$ cat src/rtl/uecsd_pkg.sv
// Purpose: Shared constants and types of the endpoint command and setup decode block.
// Assumes: One system clock; the packet engine runs on that same clock.
// Notes: Register offsets are byte addresses on a 32-bit register bus.
package uecsd_pkg;

  // ----------------------------------------------------------------
  // Sizes
  // ----------------------------------------------------------------
  // Largest endpoint count that a 4-bit endpoint number can address.
  localparam int EP_MAX = 16;
  // Register address width seen by the block.
  localparam int ADDR_W = 8;

  // ----------------------------------------------------------------
  // Register offsets
  // ----------------------------------------------------------------
  localparam logic [7:0] OFS_CMD = 8'h00;
  localparam logic [7:0] OFS_SETUP = 8'h04;
  localparam logic [7:0] OFS_ZLP = 8'h08;
  localparam logic [7:0] OFS_PID = 8'h0C;

  // ----------------------------------------------------------------
  // Field positions and reset values
  // ----------------------------------------------------------------
  localparam int CMD_CODE_LSB = 0;
  localparam int CMD_EP_LSB = 4;
  localparam int CMD_ZLP_LSB = 8;
  localparam int CMD_TOGGLE_BIT = 15;
  localparam int SETUP_REQ_LSB = 8;
  localparam int SETUP_DIR_BIT = 7;
  localparam int SETUP_TYPE_LSB = 5;
  localparam int SETUP_RCPT_LSB = 0;
  localparam logic [31:0] CMD_RESET = 32'h0000_0000;
  localparam logic [31:0] SETUP_RESET = 32'h0000_0000;

  // ----------------------------------------------------------------
  // Command codes and bus responses
  // ----------------------------------------------------------------
  localparam logic [3:0] CODE_SETUP_FIN = 4'h1;
  localparam logic [3:0] CODE_FORCE_EVEN_PID = 4'h2;
  localparam logic [3:0] CODE_REINIT = 4'h3;
  localparam logic [3:0] CODE_HALT = 4'h4;
  localparam logic [3:0] CODE_VOID = 4'h5;
  localparam logic [3:0] CODE_OFF = 4'h7;
  localparam logic [3:0] CODE_ON = 4'h8;
  localparam logic [3:0] CODE_VOID_ALL = 4'h9;
  localparam logic [3:0] CODE_USB_READY = 4'hA;
  localparam logic [3:0] CODE_SETUP_ACK = 4'hB;
  localparam logic [3:0] CODE_PACKET_END = 4'hC;
  localparam logic [3:0] CODE_BUFFER_FLUSH = 4'hD;
  localparam logic [3:0] CODE_SEND_EMPTY = 4'hE;
  localparam logic [1:0] RESP_OKAY = 2'h0;
  localparam logic [1:0] RESP_SLVERR = 2'h2;

  // Decoded command; OP_NONE stands for the reserved codes.
  typedef enum logic [3:0] {
    OP_NONE, OP_SETUP_FIN, OP_FORCE_EVEN_PID, OP_REINIT, OP_HALT, OP_VOID,
    OP_OFF, OP_ON, OP_VOID_ALL, OP_USB_READY, OP_SETUP_ACK, OP_PACKET_END,
    OP_BUFFER_FLUSH, OP_SEND_EMPTY
  } uecsd_op_e;

  // ----------------------------------------------------------------
  // Carriers
  // ----------------------------------------------------------------
  // Command strobe towards the endpoint engine.
  typedef struct packed {
    logic valid;
    logic [3:0] ep;
    uecsd_op_e op;
  } uecsd_cmd_s;

  // Zero-length packet received on an OUT endpoint.
  typedef struct packed {
    logic valid;
    logic [3:0] ep;
  } uecsd_zlp_s;

  // First two bytes of a received setup packet.
  typedef struct packed {
    logic valid;
    logic [7:0] byte0;
    logic [7:0] byte1;
  } uecsd_setup_s;

  // End of an IN transaction.
  typedef struct packed {
    logic valid;
    logic [3:0] ep;
    logic acked;
    logic isInterrupt;
  } uecsd_txdone_s;

  // Decoded fields of the request type byte.
  typedef struct packed {
    logic dir;
    logic [1:0] reqType;
    logic [4:0] recipient;
  } uecsd_reqinfo_s;

  // Whole state of the top module.
  typedef struct packed {
    logic awready;
    logic wready;
    logic arready;
    logic bvalid;
    logic rvalid;
    logic [1:0] bresp;
    logic [1:0] rresp;
    logic [31:0] rdata;
    logic awHeld;
    logic wHeld;
    logic [ADDR_W-1:0] awaddr;
    logic [31:0] wdata;
    logic [3:0] wstrb;
    logic intToggle;
    logic [3:0] cmdEp;
    logic [3:0] cmdCode;
    uecsd_cmd_s cmd;
    logic [3:0] zlpEp;
    logic [7:0] setupType;
    logic [7:0] setupReq;
    logic [EP_MAX-1:0] dataPid;
  } uecsd_top_state_s;

  // Whole state of the zero-length status tracker.
  typedef struct packed {
    logic [EP_MAX-1:0] pending;
  } uecsd_zlp_state_s;

endpackage

$ cat src/rtl/uecsd_top.sv
// Purpose: Endpoint command issue and setup request decode of a USB device.
// Assumes: AXI4-Lite master and packet engine share clk_sys.
// Notes: One write and one read at most are under way at a time.
//
// What this block does
// RULE_01: Interrupt-IN without handshake toggles PID if enabled.
// RULE_02: Zero-length reception records its endpoint number.
// RULE_03: Recorded endpoint holds until next zero-length packet.
// RULE_04: Field overwritten; per-endpoint status flags also kept.
// RULE_05: Software reads endpoint field after zero-length flag.
// RULE_06: Command acts on the command-target endpoint field.
// RULE_07: Software never targets an unimplemented endpoint.
// RULE_08: Four-bit code field selects the issued command.
// RULE_09: Codes 1,2,3: setup finish, even PID, reinit.
// RULE_10: Codes 4,5: halt, void; code 6 reserved.
// RULE_11: Codes 7,8,9: off, on, void all endpoints.
// RULE_12: Codes A,B,C: bus ready, setup acknowledge, packet end.
// RULE_13: Codes D,E: buffer flush, send empty; F,0 reserved.
// RULE_14: Second setup byte readable as request field.
// RULE_15: Setup byte bit 7 gives transfer direction.
// RULE_16: Two-bit request category from first setup byte.
// RULE_17: Five-bit request recipient from first setup byte.
// RULE_18: One command executes per command register write; here only writes with byte 0 strobed and a non-reserved code issue one.
`timescale 1ns/10ps
module uecsd_top #(
  parameter int NUM_EP = 16
) (
  // Clock and reset.
  input logic clk_sys,
  input logic rst,
  // AXI4-Lite write channels.
  input logic [uecsd_pkg::ADDR_W-1:0] awaddr,
  input logic awvalid,
  output logic awready,
  input logic [31:0] wdata,
  input logic [3:0] wstrb,
  input logic wvalid,
  output logic wready,
  output logic [1:0] bresp,
  output logic bvalid,
  input logic bready,
  // AXI4-Lite read channels.
  input logic [uecsd_pkg::ADDR_W-1:0] araddr,
  input logic arvalid,
  output logic arready,
  output logic [31:0] rdata,
  output logic [1:0] rresp,
  output logic rvalid,
  input logic rready,
  // Events from the packet engine.
  input uecsd_pkg::uecsd_zlp_s zlpIn,
  input uecsd_pkg::uecsd_setup_s setupIn,
  input uecsd_pkg::uecsd_txdone_s txDone,
  // Results towards the endpoint engine.
  output uecsd_pkg::uecsd_cmd_s cmdOut,
  output logic [uecsd_pkg::EP_MAX-1:0] dataPid,
  output uecsd_pkg::uecsd_reqinfo_s reqInfo
);

  // ----------------------------------------------------------------
  // Elaboration check
  // ----------------------------------------------------------------
  if (NUM_EP < 1 || NUM_EP > uecsd_pkg::EP_MAX) begin : g_bad_num_ep
    $error("NUM_EP must lie between 1 and 16.");
  end

  // ----------------------------------------------------------------
  // State and helpers
  // ----------------------------------------------------------------
  localparam logic [4:0] EP_LIMIT = 5'(NUM_EP);
  uecsd_pkg::uecsd_top_state_s s;
  uecsd_pkg::uecsd_top_state_s next_s;
  // Write commits this cycle to the command or zero-length register.
  logic wrCmd;
  logic wrZlp;
  // Sticky zero-length flags from the tracker.
  logic [uecsd_pkg::EP_MAX-1:0] zlpPending;
  uecsd_pkg::uecsd_op_e wrOp;

  // Maps a code onto its command; reserved codes give OP_NONE.
  function automatic uecsd_pkg::uecsd_op_e decodeOp(input logic [3:0] code);
    case (code)
      uecsd_pkg::CODE_SETUP_FIN: decodeOp = uecsd_pkg::OP_SETUP_FIN; // see RULE_09
      uecsd_pkg::CODE_FORCE_EVEN_PID: decodeOp = uecsd_pkg::OP_FORCE_EVEN_PID;
      uecsd_pkg::CODE_REINIT: decodeOp = uecsd_pkg::OP_REINIT;
      uecsd_pkg::CODE_HALT: decodeOp = uecsd_pkg::OP_HALT; // see RULE_10
      uecsd_pkg::CODE_VOID: decodeOp = uecsd_pkg::OP_VOID;
      uecsd_pkg::CODE_OFF: decodeOp = uecsd_pkg::OP_OFF; // see RULE_11
      uecsd_pkg::CODE_ON: decodeOp = uecsd_pkg::OP_ON;
      uecsd_pkg::CODE_VOID_ALL: decodeOp = uecsd_pkg::OP_VOID_ALL;
      uecsd_pkg::CODE_USB_READY: decodeOp = uecsd_pkg::OP_USB_READY; // see RULE_12
      uecsd_pkg::CODE_SETUP_ACK: decodeOp = uecsd_pkg::OP_SETUP_ACK;
      uecsd_pkg::CODE_PACKET_END: decodeOp = uecsd_pkg::OP_PACKET_END;
      uecsd_pkg::CODE_BUFFER_FLUSH: decodeOp = uecsd_pkg::OP_BUFFER_FLUSH; // see RULE_13
      uecsd_pkg::CODE_SEND_EMPTY: decodeOp = uecsd_pkg::OP_SEND_EMPTY;
      default: decodeOp = uecsd_pkg::OP_NONE;
    endcase
  endfunction

  assign wrOp = decodeOp(s.wdata[uecsd_pkg::CMD_CODE_LSB +: 4]);

  // ----------------------------------------------------------------
  // Next state
  // ----------------------------------------------------------------
  // Bus slave, event capture and command issue in one pass.
  always_comb begin
    next_s = s;
    wrCmd = 1'b0;
    wrZlp = 1'b0;
    next_s.cmd.valid = 1'b0;
    // Address and data are taken in either order and held.
    if (awvalid && s.awready) begin
      next_s.awHeld = 1'b1;
      next_s.awaddr = awaddr;
    end
    if (wvalid && s.wready) begin
      next_s.wHeld = 1'b1;
      next_s.wdata = wdata;
      next_s.wstrb = wstrb;
    end
    // Commit once both halves are held; the response follows at once.
    if (s.awHeld && s.wHeld && !s.bvalid) begin
      next_s.awHeld = 1'b0;
      next_s.wHeld = 1'b0;
      next_s.bvalid = 1'b1;
      next_s.bresp = uecsd_pkg::RESP_OKAY;
      case (s.awaddr)
        uecsd_pkg::OFS_CMD: begin
          wrCmd = 1'b1;
        end
        uecsd_pkg::OFS_ZLP: begin
          wrZlp = 1'b1;
        end
        // Read-only registers ignore the data but answer OKAY.
        uecsd_pkg::OFS_SETUP, uecsd_pkg::OFS_PID: begin
          next_s.bresp = uecsd_pkg::RESP_OKAY;
        end
        default: begin
          next_s.bresp = uecsd_pkg::RESP_SLVERR;
        end
      endcase
    end
    if (s.bvalid && bready) begin
      next_s.bvalid = 1'b0;
    end
    // Ready stays low while a response is owed, which bounds writes to one.
    next_s.awready = !next_s.awHeld && !next_s.bvalid;
    next_s.wready = !next_s.wHeld && !next_s.bvalid;
    // Reads answer one cycle after the address is taken.
    if (arvalid && s.arready) begin
      next_s.rvalid = 1'b1;
      next_s.rresp = uecsd_pkg::RESP_OKAY;
      case (araddr)
        uecsd_pkg::OFS_CMD: begin
          next_s.rdata = uecsd_pkg::CMD_RESET;
          next_s.rdata[uecsd_pkg::CMD_TOGGLE_BIT] = s.intToggle;
          next_s.rdata[uecsd_pkg::CMD_ZLP_LSB +: 4] = s.zlpEp; // see RULE_02
          next_s.rdata[uecsd_pkg::CMD_EP_LSB +: 4] = s.cmdEp;
          next_s.rdata[uecsd_pkg::CMD_CODE_LSB +: 4] = s.cmdCode;
        end
        uecsd_pkg::OFS_SETUP: begin
          next_s.rdata = uecsd_pkg::SETUP_RESET;
          next_s.rdata[uecsd_pkg::SETUP_REQ_LSB +: 8] = s.setupReq; // see RULE_14
          next_s.rdata[7:0] = s.setupType;
        end
        uecsd_pkg::OFS_ZLP: begin
          next_s.rdata = {16'h0000, zlpPending}; // see RULE_04
        end
        uecsd_pkg::OFS_PID: begin
          next_s.rdata = {16'h0000, s.dataPid};
        end
        default: begin
          next_s.rdata = 32'h0000_0000;
          next_s.rresp = uecsd_pkg::RESP_SLVERR;
        end
      endcase
    end
    if (s.rvalid && rready) begin
      next_s.rvalid = 1'b0;
    end
    next_s.arready = !next_s.rvalid;
    // Latest zero-length endpoint overwrites the field and then holds.
    if (zlpIn.valid) begin
      next_s.zlpEp = zlpIn.ep; // see RULE_02, see RULE_03, see RULE_04
    end
    // Setup bytes are kept whole; the fields are slices of them.
    if (setupIn.valid) begin
      next_s.setupType = setupIn.byte0; // see RULE_15
      next_s.setupReq = setupIn.byte1; // see RULE_14
    end
    // A handshake advances the PID unless a PID reset command overrides it; a missing one only on an interrupt IN, and only if enabled.
    if (txDone.valid && ({1'b0, txDone.ep} < EP_LIMIT)) begin
      if (txDone.acked || (txDone.isInterrupt && s.intToggle)) begin // see RULE_01
        next_s.dataPid[txDone.ep] = !s.dataPid[txDone.ep];
      end
    end
    // A command write with byte 0 strobed and a non-reserved code issues one command with its own fields.
    if (wrCmd) begin
      if (s.wstrb[1]) begin
        next_s.intToggle = s.wdata[uecsd_pkg::CMD_TOGGLE_BIT]; // see RULE_01
      end
      if (s.wstrb[0]) begin
        next_s.cmdEp = s.wdata[uecsd_pkg::CMD_EP_LSB +: 4]; // see RULE_06
        next_s.cmdCode = s.wdata[uecsd_pkg::CMD_CODE_LSB +: 4]; // see RULE_08
        next_s.cmd.ep = s.wdata[uecsd_pkg::CMD_EP_LSB +: 4]; // see RULE_06
        next_s.cmd.op = wrOp;
        // Reserved codes are stored but never reach the endpoint engine.
        next_s.cmd.valid = (wrOp != uecsd_pkg::OP_NONE); // see RULE_18
        // A software reset of the PID overrides a toggle in the same cycle.
        if ((wrOp == uecsd_pkg::OP_FORCE_EVEN_PID || wrOp == uecsd_pkg::OP_REINIT)
            && ({1'b0, next_s.cmdEp} < EP_LIMIT)) begin // see RULE_09
          next_s.dataPid[next_s.cmdEp] = 1'b0;
        end
      end
    end
  end

  // ----------------------------------------------------------------
  // Registers
  // ----------------------------------------------------------------
  // Everything clears on reset; bus readies rise one edge after release.
  always_ff @(posedge clk_sys) begin
    if (rst) begin
      s <= '0;
    end else begin
      s <= next_s;
    end
  end

  // Per-endpoint sticky zero-length flags, cleared by writing ones.
  uecsd_zlp_track #(
    .NUM_EP(NUM_EP)
  ) u_zlp_track (
    .clk_sys(clk_sys),
    .rst(rst),
    .zlpIn(zlpIn),
    .clrValid(wrZlp && s.wstrb[0] && s.wstrb[1]),
    .clrMask(s.wdata[15:0]),
    .pending(zlpPending)
  );

  // ----------------------------------------------------------------
  // Outputs
  // ----------------------------------------------------------------
  assign awready = s.awready;
  assign wready = s.wready;
  assign bvalid = s.bvalid;
  assign bresp = s.bresp;
  assign arready = s.arready;
  assign rvalid = s.rvalid;
  assign rresp = s.rresp;
  assign rdata = s.rdata;
  assign cmdOut = s.cmd;
  assign dataPid = s.dataPid;
  assign reqInfo.dir = s.setupType[uecsd_pkg::SETUP_DIR_BIT]; // see RULE_15
  assign reqInfo.reqType = s.setupType[uecsd_pkg::SETUP_TYPE_LSB +: 2]; // see RULE_16
  assign reqInfo.recipient = s.setupType[uecsd_pkg::SETUP_RCPT_LSB +: 5]; // see RULE_17
endmodule // uecsd_top

$ cat src/rtl/uecsd_zlp_track.sv
// Purpose: Per-endpoint sticky record of received zero-length packets.
// Assumes: Set and clear arrive on the system clock.
// Notes: A set in the cycle of its clear wins, so no event is lost.
`timescale 1ns/10ps
module uecsd_zlp_track #(
  parameter int NUM_EP = 16
) (
  // Clock and reset.
  input logic clk_sys,
  input logic rst,
  // Zero-length reception from the packet engine.
  input uecsd_pkg::uecsd_zlp_s zlpIn,
  // Write-one-to-clear from the register bus.
  input logic clrValid,
  input logic [uecsd_pkg::EP_MAX-1:0] clrMask,
  // Sticky flags, one per endpoint.
  output logic [uecsd_pkg::EP_MAX-1:0] pending
);

  // ----------------------------------------------------------------
  // State
  // ----------------------------------------------------------------
  uecsd_pkg::uecsd_zlp_state_s s;
  uecsd_pkg::uecsd_zlp_state_s next_s;
  logic [uecsd_pkg::EP_MAX-1:0] setBit;
  logic [uecsd_pkg::EP_MAX-1:0] clrBit;

  // Endpoints from NUM_EP upward never set, so their flags stay zero.
  for (genvar i = 0; i < uecsd_pkg::EP_MAX; i++) begin : g_ep
    if (i < NUM_EP) begin : g_live
      assign setBit[i] = zlpIn.valid && (zlpIn.ep == 4'(i));
    end else begin : g_dead
      assign setBit[i] = 1'b0;
    end
    assign clrBit[i] = clrValid && clrMask[i];
  end

  // ----------------------------------------------------------------
  // Update
  // ----------------------------------------------------------------
  // Set has priority over clear.
  always_comb begin
    next_s.pending = setBit | (s.pending & ~clrBit); // see RULE_04
  end

  // Synchronous reset clears every flag.
  always_ff @(posedge clk_sys) begin
    if (rst) begin
      s <= '0;
    end else begin
      s <= next_s;
    end
  end

  assign pending = s.pending;

endmodule // uecsd_zlp_track

$ cat config.mk
export PLATFORM = sky130hd
export DESIGN_NAME = uecsd_top
export DESIGN_NICKNAME = d
export VERILOG_FILES = /design/src/rtl/uecsd_pkg.sv /design/src/rtl/uecsd_top.sv /design/src/rtl/uecsd_zlp_track.sv
export SDC_FILE = /design/constraint.sdc
export NUM_CORES = 1
export LEC_CHECK = 0
export CAP_MARGIN = 20
export CORE_MARGIN = 3
export CORE_UTILIZATION = 57
export DETAILED_ROUTE_END_ITERATION = 8
export DONT_BUFFER_PORTS = 1
export GPL_TIMING_DRIVEN = 0
export PLACE_DENSITY = 0.78
export SLEW_MARGIN = 20
export SYNTH_ARGS = -nofsm -noshare
export SYNTH_HDL_FRONTEND = slang
export SYNTH_SLANG_ARGS = --single-unit
$ cat constraint.sdc
create_clock -name clk_sys -period 1.9 [get_ports clk_sys]
set_input_delay 0.095 -clock clk_sys [delete_from_list [all_inputs] [get_ports clk_sys]]
set_output_delay 0.095 -clock clk_sys [all_outputs]
set_load 0.01 [all_outputs]
# == Word-level counts from Yosys, hierarchy flattened ==
# Memories as Yosys holds them, arrays and structs flattened. A register that Yosys moved wholly into a read port is not among the register bits.
# Index checks and enable logic that the tools add are counted.
# word_totals
register_bits,135
romBits,64
inputBits,88
out_inout_bits,74
wordCells,149
n_memories,1
# classes
magnitude_cmp,4
n_eq_ne,23
mux,28
bitwise,7
reduce_logical,63
# memory_table
memory,words,width,read_ports,rd_clocked_by_memory_dff,write_ports,line,source
(name not given),16,4,1,1,0,uecsd_top.sv:82,case (code)
# op_table
cell,count
2-to-1 mux 16 bit,5
case mux 16 bit (4 select lines),1
logical AND 1 bit,46
bitwise AND 16 bit,2
equality test 4 bit (second input constant),8
equality test 8 x 4 -> 1 bit (second input constant),4
NOT 16 bit,2
bitwise mux 16 bit,1
equality test 4 x 2 -> 1 bit (second input constant),4
equality test 4 x 3 -> 1 bit (second input constant),4
equality test 8 x 3 -> 1 bit (second input constant),2
logical NOT 8 bit,2
bitwise OR 16 bit,1
2-to-1 mux 1 bit,13
less-than comparator 4 x 5 -> 1 bit (second input constant),2
demux 1 bit (select 4 bit),2
greater-or-equal comparator 4 x 1 -> 1 bit (second input constant),2
2-to-1 mux 4 bit,2
OR reduction 4 bit,2
logical NOT 1 bit,6
2-to-1 mux 2 bit,3
binary-select mux 1 bit (select 4 bit),1
equality test 4 x 1 -> 1 bit (second input constant),1
logical NOT 4 bit,1
other kinds (5),8

# == Longest topological paths before layout ==
# Gate-level depths: netlist (run 1).
# logic_depth
ltp_word,11
ltp_mapped,8
mapped_depth_nobuf,7

# == Cells and area by module ==
# A second synthesis (run 1) with hierarchy kept.
# unflattened
cells_unflattened,606
area_unflattened_um2,5729.2
# modules_own_cells
mod,instances,cells_each,area_each_um2
uecsd_top,1,546,5099.9
uecsd_zlp_track,1,60,629.4

# == Least setup slack after synthesis (run 1) ==
# Ideal clock, no wire load.
# synth_timing
path_type,flip-flop to flip-flop
from,"reg s, in the netlist wready"
to,reg wrOp[2] (netlist name)
arrival_time_ps,1926
required_ps,1783
slack_ps,-143
stages_incl_launch_ff,9
path_buffers,1
synth_period_minus_slack_ps,2043
cell_sequence,dfxtp_1 -> and2_1 -> buf_6 -> o31ai_2 -> inv_1 -> ha_1 -> a21boi_0 -> a31o_2 -> a22o_1
# synth_via
elab_chain_cells,3
# synth_rtl
element,line,source
"start, declared",uecsd_top.sv:71,uecsd_pkg::uecsd_top_state_s s;
"start signal, assigned",uecsd_top.sv:226,s <= next_s;
logical AND 1 bit,uecsd_top.sv:116,if (wvalid && s.wready) begin
2-to-1 mux 4 bit (no line) (2 in a row),-,
# No other way between the ends.
# A chain may end at the register's enable or synchronous reset.

# == Final worst setup path (run 1) ==
# layout_timing
from,"reg s, in the netlist wready"
to,reg wrOp[2] (netlist name)
# layout_via
elab_chain_cells,3
# layout_rtl
element,line
logical AND 1 bit,uecsd_top.sv:116
2-to-1 mux 4 bit (no line) (2 in a row),-
# No other way between the ends.

==> reports/results.tsv, run 1 <==
metric	value	unit
antenna violations before repair	0	
pwr dens	871	mW/mm^2
Setup crit start kind	register	
die area	0.0115	mm^2
Routed Antenna Nets	0	
Initial Util	0.591	
Core ar.	0.00986	mm^2
Crit. End Element	register	
Finished Core Util	0.769	
Peak Freq	545	MHz
Slew HR	0.550	
root buf cell	clkbuf_8	
CP Data Required Time	2.32	ns
HPWL Detailed	11000	um
worst path cell trace	and4b_1, a31oi_4, buf_4, ha_4, a21boi_2, a31o_2, a22o_1	
RSZ-0062 raised after global routing	true	
buffers added on ports	0	
Syn Inst Count	645	
Die Wd	107	um
critical path class	reg2reg	
Critical Path AT	2.26	ns
Die Span Y	107	um
layout cell share with drive strength beyond 1	0.214	
clk sinks	121	
CTS tree	yes	
largest fanout on the critical path	8	
first-pass GRT wire length	26100	um
largest net degree at the start of global routing	17	
design area	0.00758	mm^2
Setup violations, final	0	
Cell Rows	36	
remaining global-route overflow	0	
CTS max path bufs	2	
setup slack after layout	0.0659	ns
Worst-path clk slew	0.06	ns
GPL Wtd Cong	0.945	
Worst-Skew Late Latency	0.53	ns
Max Slew Vio Count	0	
area leader, netlist	dfxtp_1	
largest cells by area after synthesis	dfxtp_1, buf_4, mux2i_1	
Placement Setup Slack	-0.270	ns
TritonCTS buffer count	17	
top cells by count, synth	dfxtp_1, nand2_1, buf_4	
min Tclk post-route	1.83	ns
min-delay worst type	in2reg	
number of nets in the layout	864	
I/O Pins	162	
period utilization	0.965	
peak supply drop	0.713	mV
area delta synth->final	30.1	%
sequential area share after synthesis	0.416	
drt first-iter violations	357	
CP peak stage delay	0.39	ns
slowest cell on the critical path	dfxtp_4	
First-pass DRT Iterations	5	
vias per cell	5.45	
most common flop cell mapped by yosys	dfxtp_1	
vias in the first global route	5119	
wire per inst	18.0	um
Pleak	0.00317	uW
largest delay contributor family on the critical path	compound AO/OA/AOI/OAI gates	
detailed-route via count	4991	
Post-synth ARST share	0	
Netlist cell types	55	
Yosys top cell area share	0.416	
WP buf/inv	1	
synth warn	0	
GRT Overall Usage	0.295	
Fin. Hold Viols	0	
Setup Skew	0.00753	ns
CTS H-tree lvls	4	
DRC	0	
Post-synth EDFFs	0	
wirelength, routed	16500	um
dpl cell area	0.00608	mm^2
synthesis-stage register bit count	121	
max capacitance violation total	0	
n_diodes	0	
post-synthesis cell area	0.00583	mm^2
worst slew pin tran	0.675	ns
status	completed	
synthesized area per cell	9.03	um^2
cell with the most instances after synthesis	dfxtp_1	
## layer usage
metal | share of wire | global-route usage
met1 | 0.38 | 0.344
met2 | 0.51 | 0.520
met3 | 0.092 | 0.0789
met4 | 0.021 | 0.102
met5 | 0 | 0
## cells by family after synthesis
| kind of cell | count (synthesis) | synth area share |
|---|---|---|
| AOI/OAI and AO/OA | 105 | 0.112 |
| xor gates and xnor gates | 15 | 0.0225 |
| adders and majority gates | 7 | 0.0150 |
| buffers and inverters | 133 | 0.135 |
| DFF | 121 | 0.416 |
| muxes | 55 | 0.123 |
| other | 1 | 0.000644 |
| and+or+nand+nor | 208 | 0.176 |
## final timing paths
path	start	cells after the start	slack, ns	end
worst max-delay path	wready	7	0.07	wrOp[2]
worst min-delay path	awvalid	2	0.002	awready
worst max register to register	wready	7	0.07	wrOp[2]
worst min register to register	s[70]	2	0.46	s[70]
## registers in the layout, indices dropped and copies added (netlist names)
name / count
rdata: 16
wready: 1
rresp: 1
awready: 1
bresp: 1
s: 45
dataPid: 16
u_zlp_track.pending: 16
bvalid: 1
reqInfo: 8
wrOp: 4
rvalid: 1
arready: 1
cmdOut: 9
## what timing repair did
| item | in CTS | in global routing |
|---|---|---|
| buffers inserted | 8 | 3 |
| resized for setup | 7 | 7 |
| endpoints found under the hold margin | 86 | 1 |
| hold buffers | 80 | 1 |
| endpoints found under the setup margin | 4 | 42 |
| pin swaps | 2 | 6 |
## stage by stage
stage / setup TNS [ns] / std cells / hold slack [ns] / power (uW)
CTS: 0 / 915 / 0.00203 / 6550
detailed placement: -0.789 / 795 / 0.238 / 3250
global placement: -0.475 / 795 / 0.235 / 3230
floorplan: -0.00423 / 662 / 0.231 / 3130
global route: -0.00428 / 915 / 0.0145 / 6790
finish: 0 / 915 / 0.00209 / 6600
## layout make-up
type / count / area [um^2]
multi-input combinational: 408 / 2740
sequential: 121 / 2430
fill: 635 / 2280
timing repair buffer: 91 / 886
buffer: 95 / 638
clock buffer: 17 / 414
clock inverter: 15 / 176
tap: 133 / 166
inverter: 35 / 131
## power breakdown
part / internal, uW / switching (uW) / total [uW] / leakage (uW)
combinational: 327 / 349 / 677 / 0.00190
clock: 2000 / 1220 / 3220 / 0.000284
sequential: 2620 / 83.7 / 2710 / 0.000985
## layout by cell type, fill, tap and decap left out, drive strengths merged, types with 4 or more instances in the layout
master	netlist	layout
mux4	13	13
and3b	4	4
conb	1	18
xnor2	13	13
clkinv	0	7
nor4	8	8
inv	35	37
nand3	8	8
dfxtp	121	121
nand2	74	74
nor3b	5	5
a211oi	4	4
nor2b	7	7
mux2i	37	37
a22o	4	4
clkbuf	20	35
dlygate4sd3	0	81
nor3	15	15
nand4	11	11
o21ai	39	39
mux2	5	5
ha	7	7
buf	78	87
a21oi	43	43
nor2	59	59
Note: power is estimated with default switching activity, not from simulation.
==> run 2, diff against run 1 <==
BUFFER_PORTS_ARGS = -buffer_cell sky130_fd_sc_hd__buf_4   (was default)
CORE_UTILIZATION = 35   (was 57)
DONT_BUFFER_PORTS = default   (was 1)
PLACE_DENSITY = 0.62   (was 0.78)
==> reports/results.tsv, run 2 (synthesis gave the netlist of run 1 again) <==
metric	value	unit	change
Core ar.	0.0161	mm^2	+63%
commonest non-fill, non-tap cells in the layout	buf_4, dfxtp_1, nand2_1		
DR WL met2	7570	um	-9.9%
CTS tree	yes		
TritonCTS buffer count	17		unchanged
HP Start	bready		
number of nets in the layout	949		+9.8%
worst slew pin tran	0.716	ns	+0.0413 ns
dpl cell area	0.00709	mm^2	+17%
buffers added on ports	120		+120
Worst-Skew Late Latency	0.42	ns	-0.11 ns
R2R Setup Slk	0.03	ns	-0.03 ns
Power Total	6570	uW	-0.45%
hold path endpoint	wready		
CTS max path bufs	2		unchanged
first-pass GRT wire length	25000	um	-4.4%
commonest non-fill, non-tap cell in the layout	buf_4		
Slew HR	0.523		-0.0276
vias in the first global route	4750		-7.2%
area delta synth->final	40.7	%	
peak supply drop	0.651	mV	-8.7%
Crit Reg-Reg Endpoint	wrOp[2]		
Placement Setup Slack	-0.215	ns	+0.0544 ns
RSZ-0062 raised after global routing	true		
GPL Wtd Cong	0.829		-12%
largest net degree at the start of global routing	17		unchanged
Peak Freq	536	MHz	-1.7%
DRC	0		unchanged
Critical Path AT	2.17	ns	-0.09 ns
pwr dens	802	mW/mm^2	-7.9%
status	completed		
HPWL Detailed	12300	um	+12%
setup slack after layout	0.0343	ns	-0.0317 ns
Die Span Y	135	um	+26%
M1 WL	7380	um	+18%
wire per inst	14.9	um	-17%
wirelength, routed	16100	um	-2.3%
design area	0.00820	mm^2	+8.1%
routed wl met3	1050	um	-31%
Setup Skew	0.00797	ns	+0.000440 ns
First-pass DRT Iterations	5		unchanged
critical path class	reg2reg		
vias per cell	4.63		-15%
Die Wd	135	um	+26%
detailed-route via count	5013		+0.44%
Routed Antenna Nets	0		unchanged
Setup crit start kind	register		
RR Startpoint	wready		
Pleak	0.00358	uW	+13%
Worst Setup SP	wready		
Initial Util	0.362		-0.229
largest fanout on the critical path	10		+2
antenna violations before repair	0		unchanged
uppermost layer routed	met4		
n_diodes	0		unchanged
remaining global-route overflow	0		unchanged
die area	0.0182	mm^2	+59%
Fin. Hold Viols	0		unchanged
root buf cell	clkbuf_16		
GRT Overall Usage	0.177		-0.118
min-delay worst type	in2reg		
Worst Hold Depth	3		+1
Biggest register	s		
drt first-iter violations	290		-19%
Cell Rows	46		+28%
max capacitance violation total	0		unchanged
Setup violations, final	0		unchanged
period utilization	0.982		+0.0167
max FFs per register	45		unchanged
I/O Pins	162		unchanged
Crit. End Element	register		
Max Slew Vio Count	0		unchanged
clk sinks	121		unchanged
Worst-path clk slew	0.05	ns	about the same
Hold Slack	0.0170	ns	+0.0149 ns
CP Data Required Time	2.20	ns	-0.12 ns
min Tclk post-route	1.87	ns	+0.0317 ns
CTS H-tree lvls	4		unchanged
layout cell share with drive strength beyond 1	0.326		+0.112
worst reg2reg path depth	8		+1
[run 2: critical path, stage by stage, from the launching register on]
cell	delay (ns)
dfxtp_4	0.36
and2_1	0.14
buf_6	0.14
o31ai_4	0.21
inv_2	0.09
ha_1	0.29
a21boi_0	0.12
a31o_2	0.22
a22o_1	0.17
[run 2: per-layer routing]
metal	vias to the layer above	GRT usage
li1	2528	-
met1	2314	0.234
met2	159	0.293
met3	12	0.0406
met4	0	0.0459
met5	-	0
[run 2: area by class of cell]
cell class | instances | area (um^2)
multi-input combinational | 408 | 2720
clock buffer | 22 | 474
tap | 216 | 270
buffer | 97 | 653
inverter | 35 | 131
fill | 1517 | 7920
timing repair buffer | 174 | 1430
sequential | 121 | 2430
clock inverter | 9 | 97.6
[run 2: worst max path at each step]
stage,end,depth (start not counted)
floorplan,wrOp[2],8
global placement,wrOp[1],6
detailed placement,wrOp[1],6
CTS,wrOp[2],8
global route,wrOp[2],8
finish,wrOp[2],8
[run 2: repair_timing]
| action | 4_1_cts | 5_1_grt |
|---|---|---|
| buffers inserted | 5 | 4 |
| endpoints found under the hold margin | 48 | 0 |
| pin swaps | 1 | 2 |
| gates resized for setup | 4 | 3 |
| endpoints found under the setup margin | 4 | 21 |
| cloned | 0 | 0 |
| hold buffers | 45 | 0 |
[run 2: per-stage QoR]
stage                     std cells  setup TNS, ns   util
final                          1082              0  0.509
after global routing           1082        -0.0611  0.509
after CTS                      1079        -0.0389  0.507
after detailed placement        998         -0.650  0.440
after global placement          998         -0.444  0.440
after floorplan                 662       -0.00423      -
[run 2: report_power, final]
part | switching (uW) | internal, uW
combinational | 363 | 401
clock | 1100 | 2010
sequential | 73.3 | 2630
==> run 3, diff against run 2 <==
ABC_AREA = 1   (was default)
==> reports/results.tsv, run 3 <==
metric	value	unit	change
status	completed		
Worst-Skew Late Latency	0.42	ns	about the same
RSZ-0062 raised after global routing	false		
register area	0.00242	mm^2	-0.15%
worst slew pin tran	0.759	ns	+0.0430 ns
max capacitance violation total	0		unchanged
post-synthesis cell area	0.00618	mm^2	+6.0%
Peak Freq	599	MHz	+12%
Routed Antenna Nets	0		unchanged
Cell Rows	47		+2.2%
Worst Hold Depth	3		unchanged
commonest non-fill, non-tap cells in the layout	buf_4, nand2_1, nor2_1		
n_diodes	0		unchanged
Pleak	0.00391	uW	+9.3%
uppermost layer routed	met4		
synthesized area per cell	6.76	um^2	-25%
CTS tree	yes		
Die Span Y	139	um	+2.8%
critical path class	reg2reg		
top cells by count, synth	nand2_1, nor2_1, dfxtp_1		
CTS H-tree lvls	4		unchanged
buffers added on ports	123		+2.5%
Die Wd	139	um	+2.8%
HPWL Detailed	14600	um	+19%
antenna violations before repair	0		unchanged
DRC	0		unchanged
GPL Wtd Cong	0.953		+15%
Biggest register	s		
detailed-route via count	6366		+27%
synthesis-stage register bit count	121		unchanged
First-pass DRT Iterations	5		unchanged
CTS max path bufs	2		unchanged
final setup TNS	0	ns	unchanged
routed wl met3	1110	um	+5.7%
Core ar.	0.0169	mm^2	+5.1%
Max Slew Vio Count	0		unchanged
I/O Pins	162		unchanged
wirelength, routed	19400	um	+21%
Yosys top cell area share	0.392		-0.0235
number of nets in the layout	1214		+28%
fillers	1727		+14%
TritonCTS buffer count	17		unchanged
min-delay worst type	in2reg		
wire per inst	14.4	um	-3.4%
Finished Core Util	0.502		-0.00678
post-CTS setup buffer count	0		-5
area of the multi-input gates	0.00287	mm^2	+5.8%
period utilization	0.878		-0.104
Worst-path clk slew	0.05	ns	about the same
largest fanout on the critical path	10		unchanged
synth warn	0		unchanged
M1 WL	9020	um	+22%
Fin. Hold Viols	0		unchanged
Syn Inst Count	914		+42%
vias in the first global route	5822		+23%
remaining global-route overflow	0		unchanged
Setup crit start kind	register		
peak supply drop	0.633	mV	-2.8%
sequential area share after synthesis	0.392		-0.0235
worst reg2reg path depth	7		-1
Initial Util	0.365		+0.00309
cell with the most instances after synthesis	nand2_1		
Crit. End Element	register		
largest net degree at the start of global routing	17		unchanged
most common flop cell mapped by yosys	dfxtp_1		
Slew HR	0.494		-0.0287
Post-synth ARST share	0		unchanged
area delta synth->final	37.7	%	
DR WL met2	8950	um	+18%
drt first-iter violations	432		+49%
Post-synth EDFFs	0		unchanged
Setup violations, final	0		unchanged
design area	0.00850	mm^2	+3.7%
vias per cell	4.71		+1.7%
layout cell share with drive strength beyond 1	0.225		-0.100
min Tclk post-route	1.67	ns	-0.197 ns
dpl cell area	0.00744	mm^2	+5.0%
largest cells by area after synthesis	dfxtp_1, nand2_1, nor2_1		
Setup Skew	0.0112	ns	+0.00324 ns
Critical Path AT	2.02	ns	-0.15 ns
first-pass GRT wire length	30600	um	+22%
root buf cell	clkbuf_16		
max FFs per register	45		unchanged
commonest non-fill, non-tap cell in the layout	buf_4		
Netlist cell types	31		-44%
area leader, netlist	dfxtp_1		
CP Data Required Time	2.25	ns	+0.05 ns
clk sinks	121		unchanged
pwr dens	796	mW/mm^2	-0.74%
GRT Overall Usage	0.198		+0.0209
die area	0.0193	mm^2	+5.7%
run 3: cells by family (layout without fill, tap and decap cells):
family	count (synthesis)	count (layout)	share of synthesized area
flops	121	121	0.392
buf+inv	171	371	0.155
fa+ha+maj	7	7	0.0142
compound gates	158	158	0.130
simple gates	456	456	0.308
other cells	1	18	0.000607
run 3: metal layers:
layer | GRT usage | up-vias
li1 | - | 3276
met1 | 0.268 | 2875
met2 | 0.313 | 181
met3 | 0.0407 | 34
met4 | 0.0695 | 0
met5 | 0 | -
run 3: cell type report:
type | count | area share
plain buffers | 109 | 0.0855
clock buffers | 23 | 0.0550
clock inverters | 8 | 0.0141
inverters | 62 | 0.0274
multi-input cells | 639 | 0.338
flip-flops and latches | 121 | 0.285
well taps | 220 | 0.0324
repair buffers | 169 | 0.163
run 3: report_power, final:
part           leakage [uW]  total [uW]  switching [uW]  internal [uW]
registers          0.000987        2730            80.9           2650
logic               0.00264         809             437            372
clock network      0.000283        3230            1110           2110
total               0.00391        6770            1630           5140
run 3: final timing paths:
kind	from	to	slack, ns
setup / recovery	s[53]	dataPid[13]	0.23
hold / removal	setupIn[16]	s[16]	0.01
setup reg to reg	s[53]	dataPid[13]	0.23
hold reg to reg	s[98]	wready	0.43
run 3: timing repair:
item | 4_1_cts | 5_1_grt
endpoints found under the setup margin | 0 | 5
gates resized for setup | 0 | 7
endpoints found under the hold margin | 42 | 0
hold buffers | 46 | 0
run 3: worst max-delay path, cell delays in order, from the launching register on:
cell and delay (ns):
dfxtp_1 0.48, a21oi_1 0.15, nor2_1 0.30, buf_4 0.23
nand3_1 0.11, a21oi_1 0.15, nand2_1 0.06, nor2_1 0.11
run 3: through the flow:
stage                     total power (uW)  instances  hold slack, ns  setup WS [ns]
final                                 6770       1351         0.00975          0.232
after global routing                  7040       1351         0.00773          0.111
after CTS                             6810       1351         0.00165         0.0610
after detailed placement              3500       1274           0.323         0.0617
after global placement                3490       1274           0.318         0.0781
after floorplan                       3200        931           0.185          0.237
